==> config.mk <==
export PLATFORM = sky130hd
export DESIGN_NAME = adc_diag_mod_chop_regs
export DESIGN_NICKNAME = d
export VERILOG_FILES = /design/src/logic/diag_chop_pkg.sv /design/src/logic/adc_diag_mod_chop_regs.sv
export VERILOG_INCLUDE_DIRS = /design/src /design/src/logic
export SDC_FILE = /design/constraint.sdc
export NUM_CORES = 1
export LEC_CHECK = 0
export ABC_CLOCK_PERIOD_IN_PS = 4000
export BUFFER_PORTS_ARGS = -buffer_cell sky130_fd_sc_hd__buf_4
export CORE_MARGIN = 3
export CORE_UTILIZATION = 45
export CTS_CLUSTER_DIAMETER = 50
export DETAILED_ROUTE_END_ITERATION = 16
export HOLD_SLACK_MARGIN = 0.08
export PLACE_DENSITY_LB_ADDON = 0.25
export SYNTH_ARGS = -nofsm -noshare
export SYNTH_HDL_FRONTEND = slang
export SYNTH_SLANG_ARGS = --single-unit
==> constraint.sdc <==
create_clock -name ref_clk -period 4 [get_ports ref_clk]
set_clock_uncertainty 0.05 [all_clocks]
set_input_delay 0.2 -clock ref_clk [delete_from_list [all_inputs] [get_ports ref_clk]]
set_output_delay 0.2 -clock ref_clk [all_outputs]
set_load 0.03 [all_outputs]
==> src/logic/diag_chop_defines.svh <==
// Offsets, field positions and reset values of the diagnostic and chop register bank.
// Included by the register bank module and the testbench.
`ifndef DIAG_CHOP_DEFINES_SVH
`define DIAG_CHOP_DEFINES_SVH
`define DIAG_RX_IDX 8'h56
`define DIAG_SEL_IDX 8'h57
`define MOD_DELAY_IDX 8'h58
`define CHOP_IDX 8'h59
`define DIAG_RX_RST 8'h00
`define DIAG_SEL_RST 8'h00
`define MOD_DELAY_RST 8'h02
`define CHOP_RST 8'h0A
`define GROUP_A_DIAG_VOLTAGE_LSB 0
`define GROUP_B_DIAG_VOLTAGE_LSB 4
`define DELSEL_LSB 2
`define CHOPA_LSB 2
`define CHOPB_LSB 0
`endif

==> src/logic/diag_chop_pkg.sv <==
// Types shared by the diagnostic and chop register bank.
// Assumes nothing of its surroundings.
package diag_chop_pkg;
    typedef enum logic [2:0] {
        DIAG_OFF = 3'h0,
        DIAG_POS_FS = 3'h3,
        DIAG_NEG_FS = 3'h4,
        DIAG_ZERO = 3'h5
    } diag_level_t;
    typedef enum logic [1:0] {
        CHOP_NONE = 2'h0,
        CHOP_DIV8 = 2'h1,
        CHOP_DIV32 = 2'h2,
        CHOP_BAD = 2'h3
    } chop_rate_t;
endpackage : diag_chop_pkg

==> src/logic/adc_diag_mod_chop_regs.sv <==
// Diagnostic routing, delayed modulator clock and chop rate register bank on APB.
// Assumes an APB master on ref_clk; the channel-mode and precharge buffer settings are inputs.
`timescale 1ns/1ns
`include "diag_chop_defines.svh"

module adc_diag_mod_chop_regs #(
    parameter int NUM_CH = 8
) (
    input wire logic ref_clk, // Clock, 25 MHz
    input wire logic srst, // Synchronous reset, active high
    input wire logic clkEn, // Blocks register writes and read data capture while low; srst still resets
    input wire logic psel, // APB select
    input wire logic penable, // APB enable
    input wire logic pwrite, // APB direction
    input wire logic [11:0] paddr, // APB byte address
    input wire logic [31:0] pwdata, // APB write data
    output logic [31:0] prdata, // APB read data
    output logic pready, // APB ready
    output logic pslverr, // APB error on unmapped address
    input wire logic [NUM_CH-1:0] chanModeB, // Channel is in mode group B when high
    input wire logic [NUM_CH-1:0] prechargeBufOn, // Input precharge buffer is on
    output diag_chop_pkg::diag_level_t chanDiagLevel [NUM_CH], // Level driven into each channel
    output logic [NUM_CH-1:0] delayedModclkUse, // Channel runs on the delayed modulator clock
    output diag_chop_pkg::chop_rate_t group_a_chop_rate, // Group A chop rate
    output diag_chop_pkg::chop_rate_t group_b_chop_rate // Group B chop rate
);
    import diag_chop_pkg::*;

    initial begin
        if (NUM_CH != 8) begin
            $error("adc_diag_mod_chop_regs serves exactly eight channels");
        end
    end

    logic [7:0] diagRx_q;
    logic [7:0] diagSel_q;
    logic [7:0] modDelay_q;
    logic [7:0] chop_q;
    logic [9:0] wordIdx;
    logic hitRx;
    logic hitSel;
    logic hitDel;
    logic hitChop;
    logic mapped;
    logic wrStrobe;
    logic [2:0] group_a_diag_voltage;
    logic [2:0] group_b_diag_voltage;
    logic [1:0] delayed_modclk_select;

    assign wordIdx = paddr[11:2];
    assign hitRx = (wordIdx == {2'h0, `DIAG_RX_IDX});
    assign hitSel = (wordIdx == {2'h0, `DIAG_SEL_IDX});
    assign hitDel = (wordIdx == {2'h0, `MOD_DELAY_IDX});
    assign hitChop = (wordIdx == {2'h0, `CHOP_IDX});
    assign mapped = hitRx | hitSel | hitDel | hitChop;
    assign pready = 1'b1;
    assign pslverr = psel & penable & ~mapped;
    assign wrStrobe = clkEn & psel & penable & pwrite & mapped;

    // Receive enables, one bit per channel
    always_ff @(posedge ref_clk) begin
        if (srst) begin
            diagRx_q <= `DIAG_RX_RST;
        end else if (wrStrobe && hitRx) begin
            diagRx_q <= pwdata[7:0];
        end
    end

    // Group A and B level selections, stored as written
    always_ff @(posedge ref_clk) begin
        if (srst) begin
            diagSel_q <= `DIAG_SEL_RST;
        end else if (wrStrobe && hitSel) begin
            diagSel_q <= pwdata[7:0];
        end
    end

    // Delayed clock select and the reserved pair
    always_ff @(posedge ref_clk) begin
        if (srst) begin
            modDelay_q <= `MOD_DELAY_RST;
        end else if (wrStrobe && hitDel) begin
            modDelay_q <= pwdata[7:0];
        end
    end

    // Chop rate codes for both groups
    always_ff @(posedge ref_clk) begin
        if (srst) begin
            chop_q <= `CHOP_RST;
        end else if (wrStrobe && hitChop) begin
            chop_q <= pwdata[7:0];
        end
    end

    // Read data captured in the setup cycle, so it stands through the access phase
    always_ff @(posedge ref_clk) begin
        if (srst) begin
            prdata <= 32'h0000_0000;
        end else if (clkEn && psel && !penable && !pwrite) begin
            if (hitRx) begin
                prdata <= {24'h000000, diagRx_q};
            end else if (hitSel) begin
                prdata <= {24'h000000, diagSel_q};
            end else if (hitDel) begin
                prdata <= {24'h000000, modDelay_q};
            end else if (hitChop) begin
                prdata <= {24'h000000, chop_q};
            end else begin
                prdata <= 32'h0000_0000;
            end
        end
    end

    assign group_a_diag_voltage = diagSel_q[`GROUP_A_DIAG_VOLTAGE_LSB +: 3];
    assign group_b_diag_voltage = diagSel_q[`GROUP_B_DIAG_VOLTAGE_LSB +: 3];
    assign delayed_modclk_select = modDelay_q[`DELSEL_LSB +: 2];
    assign group_a_chop_rate = chop_rate_t'(chop_q[`CHOPA_LSB +: 2]);
    assign group_b_chop_rate = chop_rate_t'(chop_q[`CHOPB_LSB +: 2]);

    // Undefined codes fall to off
    function automatic diag_level_t decodeLevel(input logic [2:0] code);
        case (code)
            3'h3: decodeLevel = DIAG_POS_FS;
            3'h4: decodeLevel = DIAG_NEG_FS;
            3'h5: decodeLevel = DIAG_ZERO;
            default: decodeLevel = DIAG_OFF;
        endcase
    endfunction : decodeLevel

    // Per-channel routing of level and delayed clock
    for (genvar ch = 0; ch < NUM_CH; ch++) begin : gChan
        logic [2:0] grpCode;
        // Buffer must be on for the level to reach the input
        logic takes;
        assign grpCode = chanModeB[ch] ? group_b_diag_voltage : group_a_diag_voltage;
        assign takes = diagRx_q[ch] & prechargeBufOn[ch];
        assign chanDiagLevel[ch] = takes ? decodeLevel(grpCode) : DIAG_OFF;
        assign delayedModclkUse[ch] = (ch < 4) ? delayed_modclk_select[0]
                                               : delayed_modclk_select[1];
    end

    AST_RX_RESET: assert property (@(posedge ref_clk) srst |=> diagRx_q == 8'h00)
        else $error("receive register not cleared by reset");
    AST_SEL_WRITE: assert property (@(posedge ref_clk) disable iff (srst)
        wrStrobe && hitSel |=> diagSel_q == $past(pwdata[7:0]))
        else $error("selection register did not take write");
    AST_GROUPB_ROUTE: assert property (@(posedge ref_clk) disable iff (srst)
        diagRx_q[0] && prechargeBufOn[0] && chanModeB[0] && group_b_diag_voltage == 3'h4
        |-> chanDiagLevel[0] == DIAG_NEG_FS)
        else $error("group B level not routed to channel 0");
    AST_UNDEF_OFF: assert property (@(posedge ref_clk) disable iff (srst)
        !chanModeB[7] && (group_a_diag_voltage inside {3'h1, 3'h2, 3'h6, 3'h7})
        |-> chanDiagLevel[7] == DIAG_OFF)
        else $error("undefined code not treated as off");
    AST_ZERO_CODE: assert property (@(posedge ref_clk) disable iff (srst)
        diagRx_q[2] && prechargeBufOn[2] && !chanModeB[2] && group_a_diag_voltage == 3'h5
        |-> chanDiagLevel[2] == DIAG_ZERO)
        else $error("zero-scale code not decoded");
    AST_DELAY_RESET: assert property (@(posedge ref_clk) srst |=> modDelay_q == 8'h02 && delayedModclkUse == 8'h00)
        else $error("delay register reset wrong");
    AST_DELAY_MAP: assert property (@(posedge ref_clk) disable iff (srst)
        delayed_modclk_select == 2'h2 |-> delayedModclkUse == 8'hF0)
        else $error("delayed clock map wrong for upper channels");
    AST_CHOP_RESET: assert property (@(posedge ref_clk) srst ##1 !srst[*2] |-> chop_q == 8'h0A
        || $past(wrStrobe && hitChop))
        else $error("chop register reset value wrong");
    AST_BUF_GATE: assert property (@(posedge ref_clk) disable iff (srst)
        !prechargeBufOn[5] |-> chanDiagLevel[5] == DIAG_OFF)
        else $error("level reached a channel with buffer off");

    // Field and register write checks, and the selection register reset check
    AST_RX_WRITE: assert property (@(posedge ref_clk) disable iff (srst)
        wrStrobe && hitRx |=> diagRx_q == $past(pwdata[7:0]))
        else $error("receive register did not take write");
    AST_GROUPB_FIELD: assert property (@(posedge ref_clk) disable iff (srst)
        wrStrobe && hitSel |=> group_b_diag_voltage == $past(pwdata[6:4]))
        else $error("group B field not taken from bits 6 to 4");
    AST_CHOP_FIELD: assert property (@(posedge ref_clk) disable iff (srst)
        wrStrobe && hitChop |=> group_a_chop_rate == $past(pwdata[3:2])
        && group_b_chop_rate == $past(pwdata[1:0]))
        else $error("chop rate fields misplaced");
    AST_SEL_RESET: assert property (@(posedge ref_clk) srst |=> diagSel_q == 8'h00)
        else $error("selection register not cleared by reset");

    // Routing and decode checks
    AST_RX_GATE: assert property (@(posedge ref_clk) disable iff (srst)
        !diagRx_q[4] |-> chanDiagLevel[4] == DIAG_OFF)
        else $error("level reached a channel not taking the diagnostic");
    AST_POS_CODE: assert property (@(posedge ref_clk) disable iff (srst)
        diagRx_q[1] && prechargeBufOn[1] && !chanModeB[1] && group_a_diag_voltage == 3'h3
        |-> chanDiagLevel[1] == DIAG_POS_FS)
        else $error("positive full-scale code not decoded");
    AST_DELAY_LOW: assert property (@(posedge ref_clk) disable iff (srst)
        delayed_modclk_select == 2'h1 |-> delayedModclkUse == 8'h0F)
        else $error("delayed clock map wrong for lower channels");
    AST_DELAY_ALL: assert property (@(posedge ref_clk) disable iff (srst)
        delayed_modclk_select == 2'h3 |-> delayedModclkUse == 8'hFF)
        else $error("delayed clock map wrong for all channels");

    // Bus side checks
    AST_READ_CHOP: assert property (@(posedge ref_clk) disable iff (srst)
        clkEn && psel && !penable && !pwrite && hitChop
        |=> prdata == {24'h000000, $past(chop_q)})
        else $error("chop register read data wrong");
    AST_READ_SEL: assert property (@(posedge ref_clk) disable iff (srst)
        clkEn && psel && !penable && !pwrite && hitSel
        |=> prdata == {24'h000000, $past(diagSel_q)})
        else $error("selection register read data wrong");
    AST_UNMAPPED_KEEP: assert property (@(posedge ref_clk) disable iff (srst)
        psel && penable && pwrite && !mapped |=> $stable(diagRx_q) && $stable(diagSel_q)
        && $stable(modDelay_q) && $stable(chop_q))
        else $error("write to unmapped address changed a register");
endmodule : adc_diag_mod_chop_regs

# [After elaboration in Yosys (flattened, before gate mapping)]
# Index checks and enable logic that the tools add are counted.
[totals] regBits=64 in_bits=66 output_inout_bits=70 elab_cells=88
[classes] n_eq_ne=28 mux=28 bitwise=18 n_reduce_logical=9
[op_table] op="one-hot mux 3 bit (3 select lines)" count=8
[op_table] op="equality test 3 bit, second input constant" count=16
[op_table] op="two-way mux 3 bit" count=16
[op_table] op="equality test 10 x 7 -> 1 bit, second input constant" count=4
[op_table] op="two-way mux 8 bit" count=4
[op_table] op="equality test 3 x 2 -> 1 bit, second input constant" count=8
[op_table] op="bitwise AND 1 bit" count=14
[op_table] op="logical AND 1 bit" count=7
[op_table] op="bitwise OR 1 bit" count=3
[op_table] op="logical NOT 1 bit" count=2
[op_table] op="NOT 1 bit" count=1

# [Logic depth before layout (Yosys ltp)]
[logic_depth] ltp_word=6 depth_mapped=5 ltp_nobuf=3

# [Worst setup path after synthesis]
# No wires, ideal clock.
[synth_path] kind="register to output" from="reg diagSel_q[5]" to="out chanDiagLevel[0] (netlist bit)" arrival_ns=1.681 required_ns=3.750 setup_slack_ns=2.069 stages_incl_launch_ff=5 path_buffers=1 path_cell_list="dfxtp_1 nor2b_1 clkbuf_1 nor2_1 a211oi_1"
[synth_lines] element="start: declaration" line_no="adc_diag_mod_chop_regs.sv:36" text="logic [7:0] diagSel_q;"
[synth_lines] element="start signal: assignment" line_no="adc_diag_mod_chop_regs.sv:72" text="diagSel_q <= `DIAG_SEL_RST;"
[synth_lines] element="start signal: assignment" line_no="adc_diag_mod_chop_regs.sv:74" text="diagSel_q <= pwdata[7:0];"
[synth_lines] element="end: declaration" line_no="adc_diag_mod_chop_regs.sv:22" text="output diag_chop_pkg::diag_level_t chanDiagLevel [NUM_CH],"

==> metrics.md <==
| Metric | Value |
|---|---|
| Outcome | `complete, no violations` |
| Total track usage | `~18%` |
| Initial antenna violation count | `0` |
| Maximum vdd ir drop | `200 uV` |
| Final Setup Violations | `0` |
| Syn avg cell area | `9.08 um2` |
| Worst-path cell chain | `nor2b_1 -> nor2_1 -> a211oi_1 -> buf_4` |
| Critical path's slowest cell | `nor2b_1` |
| Number of global-route vias before repair | `approximately 2200` |
| Clock root buffer | `clkbuf_8` |
| Power consumption | `841 uW` |
| CTS tree | `done` |
| Via/cell ratio | `approximately 5.2` |
| Final Critical Period | `roughly 2.4 ns` |
| FP Rows | `27` |
| Worst Setup Start Kind | `register` |
| CP Data Required Time | `roughly 3.8 ns` |
| CP arrival | `2.14 ns` |
| Insertion delay to the later sink of the worst-skew pair | `between 0.2 and 0.3 ns` |
| Total wire length | `between 6 and 7 mm` |
| Placement Setup Slack | `roughly 1.9 ns` |
| Via count | `between 2000 and 2500` |
| CTS clock-pin slew for the worst setup and hold paths | `~0.08 ns` |
| GRT met2 Usage | `34.0%` |
| Post CTS Setup Buffer Count | `0` |
| First-pass GRT wire length | `between 10 and 15 mm` |
| P_leak | `between 1.5 and 2 nW` |
| Layout cell share with drive strength beyond 1 | `around 30%` |
| Clock buffer depth | `2` |
| Die area | `~0.0070 mm2` |
| Hpwl dp | `5.00 mm` |
| EDFF count, synth | `0` |
| Fill cell count | `~540` |
| Sequential element share of the synthesized area | `29.5%` |
| Final hold vios | `0` |
| Final hold slack | `between 0.1 and 0.15 ns` |
| Critical path endpoint category | `output pin` |
| Synthesized instance count | `between 200 and 300` |
| Synth warn | `0` |
| Mapped Area | `between 0.002 and 0.003 mm2` |
| Pwr/cell area | `roughly 250 mW/mm2` |
| Number of H-tree levels | `2` |
| Slew HR | `roughly two fifths` |
| Gr ovfl total | `0` |
| Placed Cells | `between 400 and 500` |
| Core area | `0.00568 mm2` |
| Tcrit/Tclk final | `59.7%` |
| I/O Buffers | `84` |
| Main synth FF type | `dfxtp_1` |
| TritonCTS buffer count | `5` |
| Initial core utilization | `between 40% and 50%` |
| Critical setup path kind | `register to output pin` |
| Hold buffers post-CTS | `0` |
| Nets | `roughly 430` |
| Drt first pass iters | `4` |
| I/O pin count | `roughly 140` |
| Die extent in x | `around 84 um` |
| # diodes | `0` |
| Max Cap Viol | `0` |
| Placer Congestion | `between 0.7 and 0.8` |
| Die Ht | `83.7 um` |
| Cell variety after synth | `30` |
| Post-route insts no fill | `roughly 440` |
| Async SR Flop Fraction | `0%` |
| GRT met3 Usage | `3.36%` |
| Area after DPL | `roughly 0.0032 mm2` |
| Post-CTS sizing | `0` |
| DRT iter0 DRCs | `between 100 and 150` |
| Drc violations | `0` |
| RSZ-0062 raised after global routing | `no` |
| FMAX | `0.419 GHz` |
| Post-synthesis to final-layout area growth | `21.5%` |
| Final Max Slew Viols | `0` |
| Worst Path Max Fanout | `9` |
| GR peak layer | `met2` |
| Hold WC Path Type | `input pin to register` |
| Worst Max-Slew Pin Slew | `approximately 0.87 ns` |
| Slowest stage delay, CP | `roughly 0.58 ns` |
| Post-DRT Antenna Nets | `0` |
| Largest net degree at the start of global routing | `45` |
| FF+latch count, synth | `40` |
| Design Area, Final | `about 0.0033 mm2` |
| Commonest non-fill, non-tap cell in the layout | `buf_4` |
| Wire per inst | `around 15 um` |
| Commonest cells after routing, fill and taps aside | `buf_4, mux2i_1, dfxtp_1` |
| Clock Sinks | `40` |
| Finished Core Util | `between 50% and 60%` |
| Met1 Use GR | `a little over a fifth` |
| Setup TNS | `0 ns` |
| Final worst slack | `1.61 ns` |
## report_power, final
group / switching, mW / internal, mW / total (mW)
Clock: 0.140 / 0.185 / 0.325
Sequential: 0.0000188 / 0.398 / 0.398
Combinational: 0.0728 / 0.0458 / 0.119
## synth_stat cells, types with 2 or more instances
cell type / instances / area (um2)
a211oi_1: 8 / 60.1
dfxtp_1: 40 / 801
clkbuf_1: 12 / 45.0
nor4bb_1: 2 / 20.0
o22ai_1: 8 / 50.1
mux2i_1: 64 / 641
nand4_2: 3 / 37.5
nor2b_1: 6 / 37.5
nand2_1: 10 / 37.5
nand3_1: 8 / 40.0
buf_4: 37 / 278
mux2_2: 8 / 90.1
a22o_1: 8 / 70.1
nor4_4: 2 / 42.5
conb_1: 2 / 7.51
nor2_1: 30 / 113
nand2b_1: 38 / 238
## cell families after synthesis
kind of cell	Yosys count	share of synthesized area, %
flops	40	29.5
compound gates	25	6.86
xor+xnor	1	0.322
simple gates	108	24.0
other cells	2	0.276
buf+inv	51	12.2
mux	72	26.9
## routing by layer
layer  routed length (um)  part of all wire [%]
met2                 3460                    52
met4                  166                   2.5
met5                    0                     0
met3                  253                   3.8
met1                 2760                    42
## sequential cells by signal, summed over array words and instances (netlist names)
name,cells
chop_q,8
diagRx_q,8
diagSel_q,8
modDelay_q,8
prdata,8
## final timing paths
check	endpoint	from	slack, ns	cells past startpoint
worst max register to register	prdata[4]	diagSel_q[4]	2.93	3
worst min-delay path	chop_q[3]	pwdata[3]	0.13	3
worst max-delay path	chanDiagLevel[9]	diagSel_q[6]	1.61	4
worst min register to register	diagSel_q[7]	diagSel_q[7]	0.43	2
## layout make-up
type / count / area [um2] / share of cell area, %
Clock inverter: 2 / 35.0 / 1.06
Sequential cell: 40 / 801 / 24.3
Multi-Input combinational cell: 231 / 1670 / 50.6
Timing Repair Buffer: 84 / 631 / 19.1
Clock buffer: 6 / 72.6 / 2.20
Tap cell: 72 / 90.1 / 2.73
## critical path, delay by kind of cell, from the launching register on
family / cells / cell delay [ns]
AND/OR/NAND/NOR: 2 / 0.89
flip-flops: 1 / 0.37
AO/OA/AOI/OAI: 1 / 0.37
buffers and inverters: 1 / 0.22
Note: power is estimated with default switching activity, not from simulation.
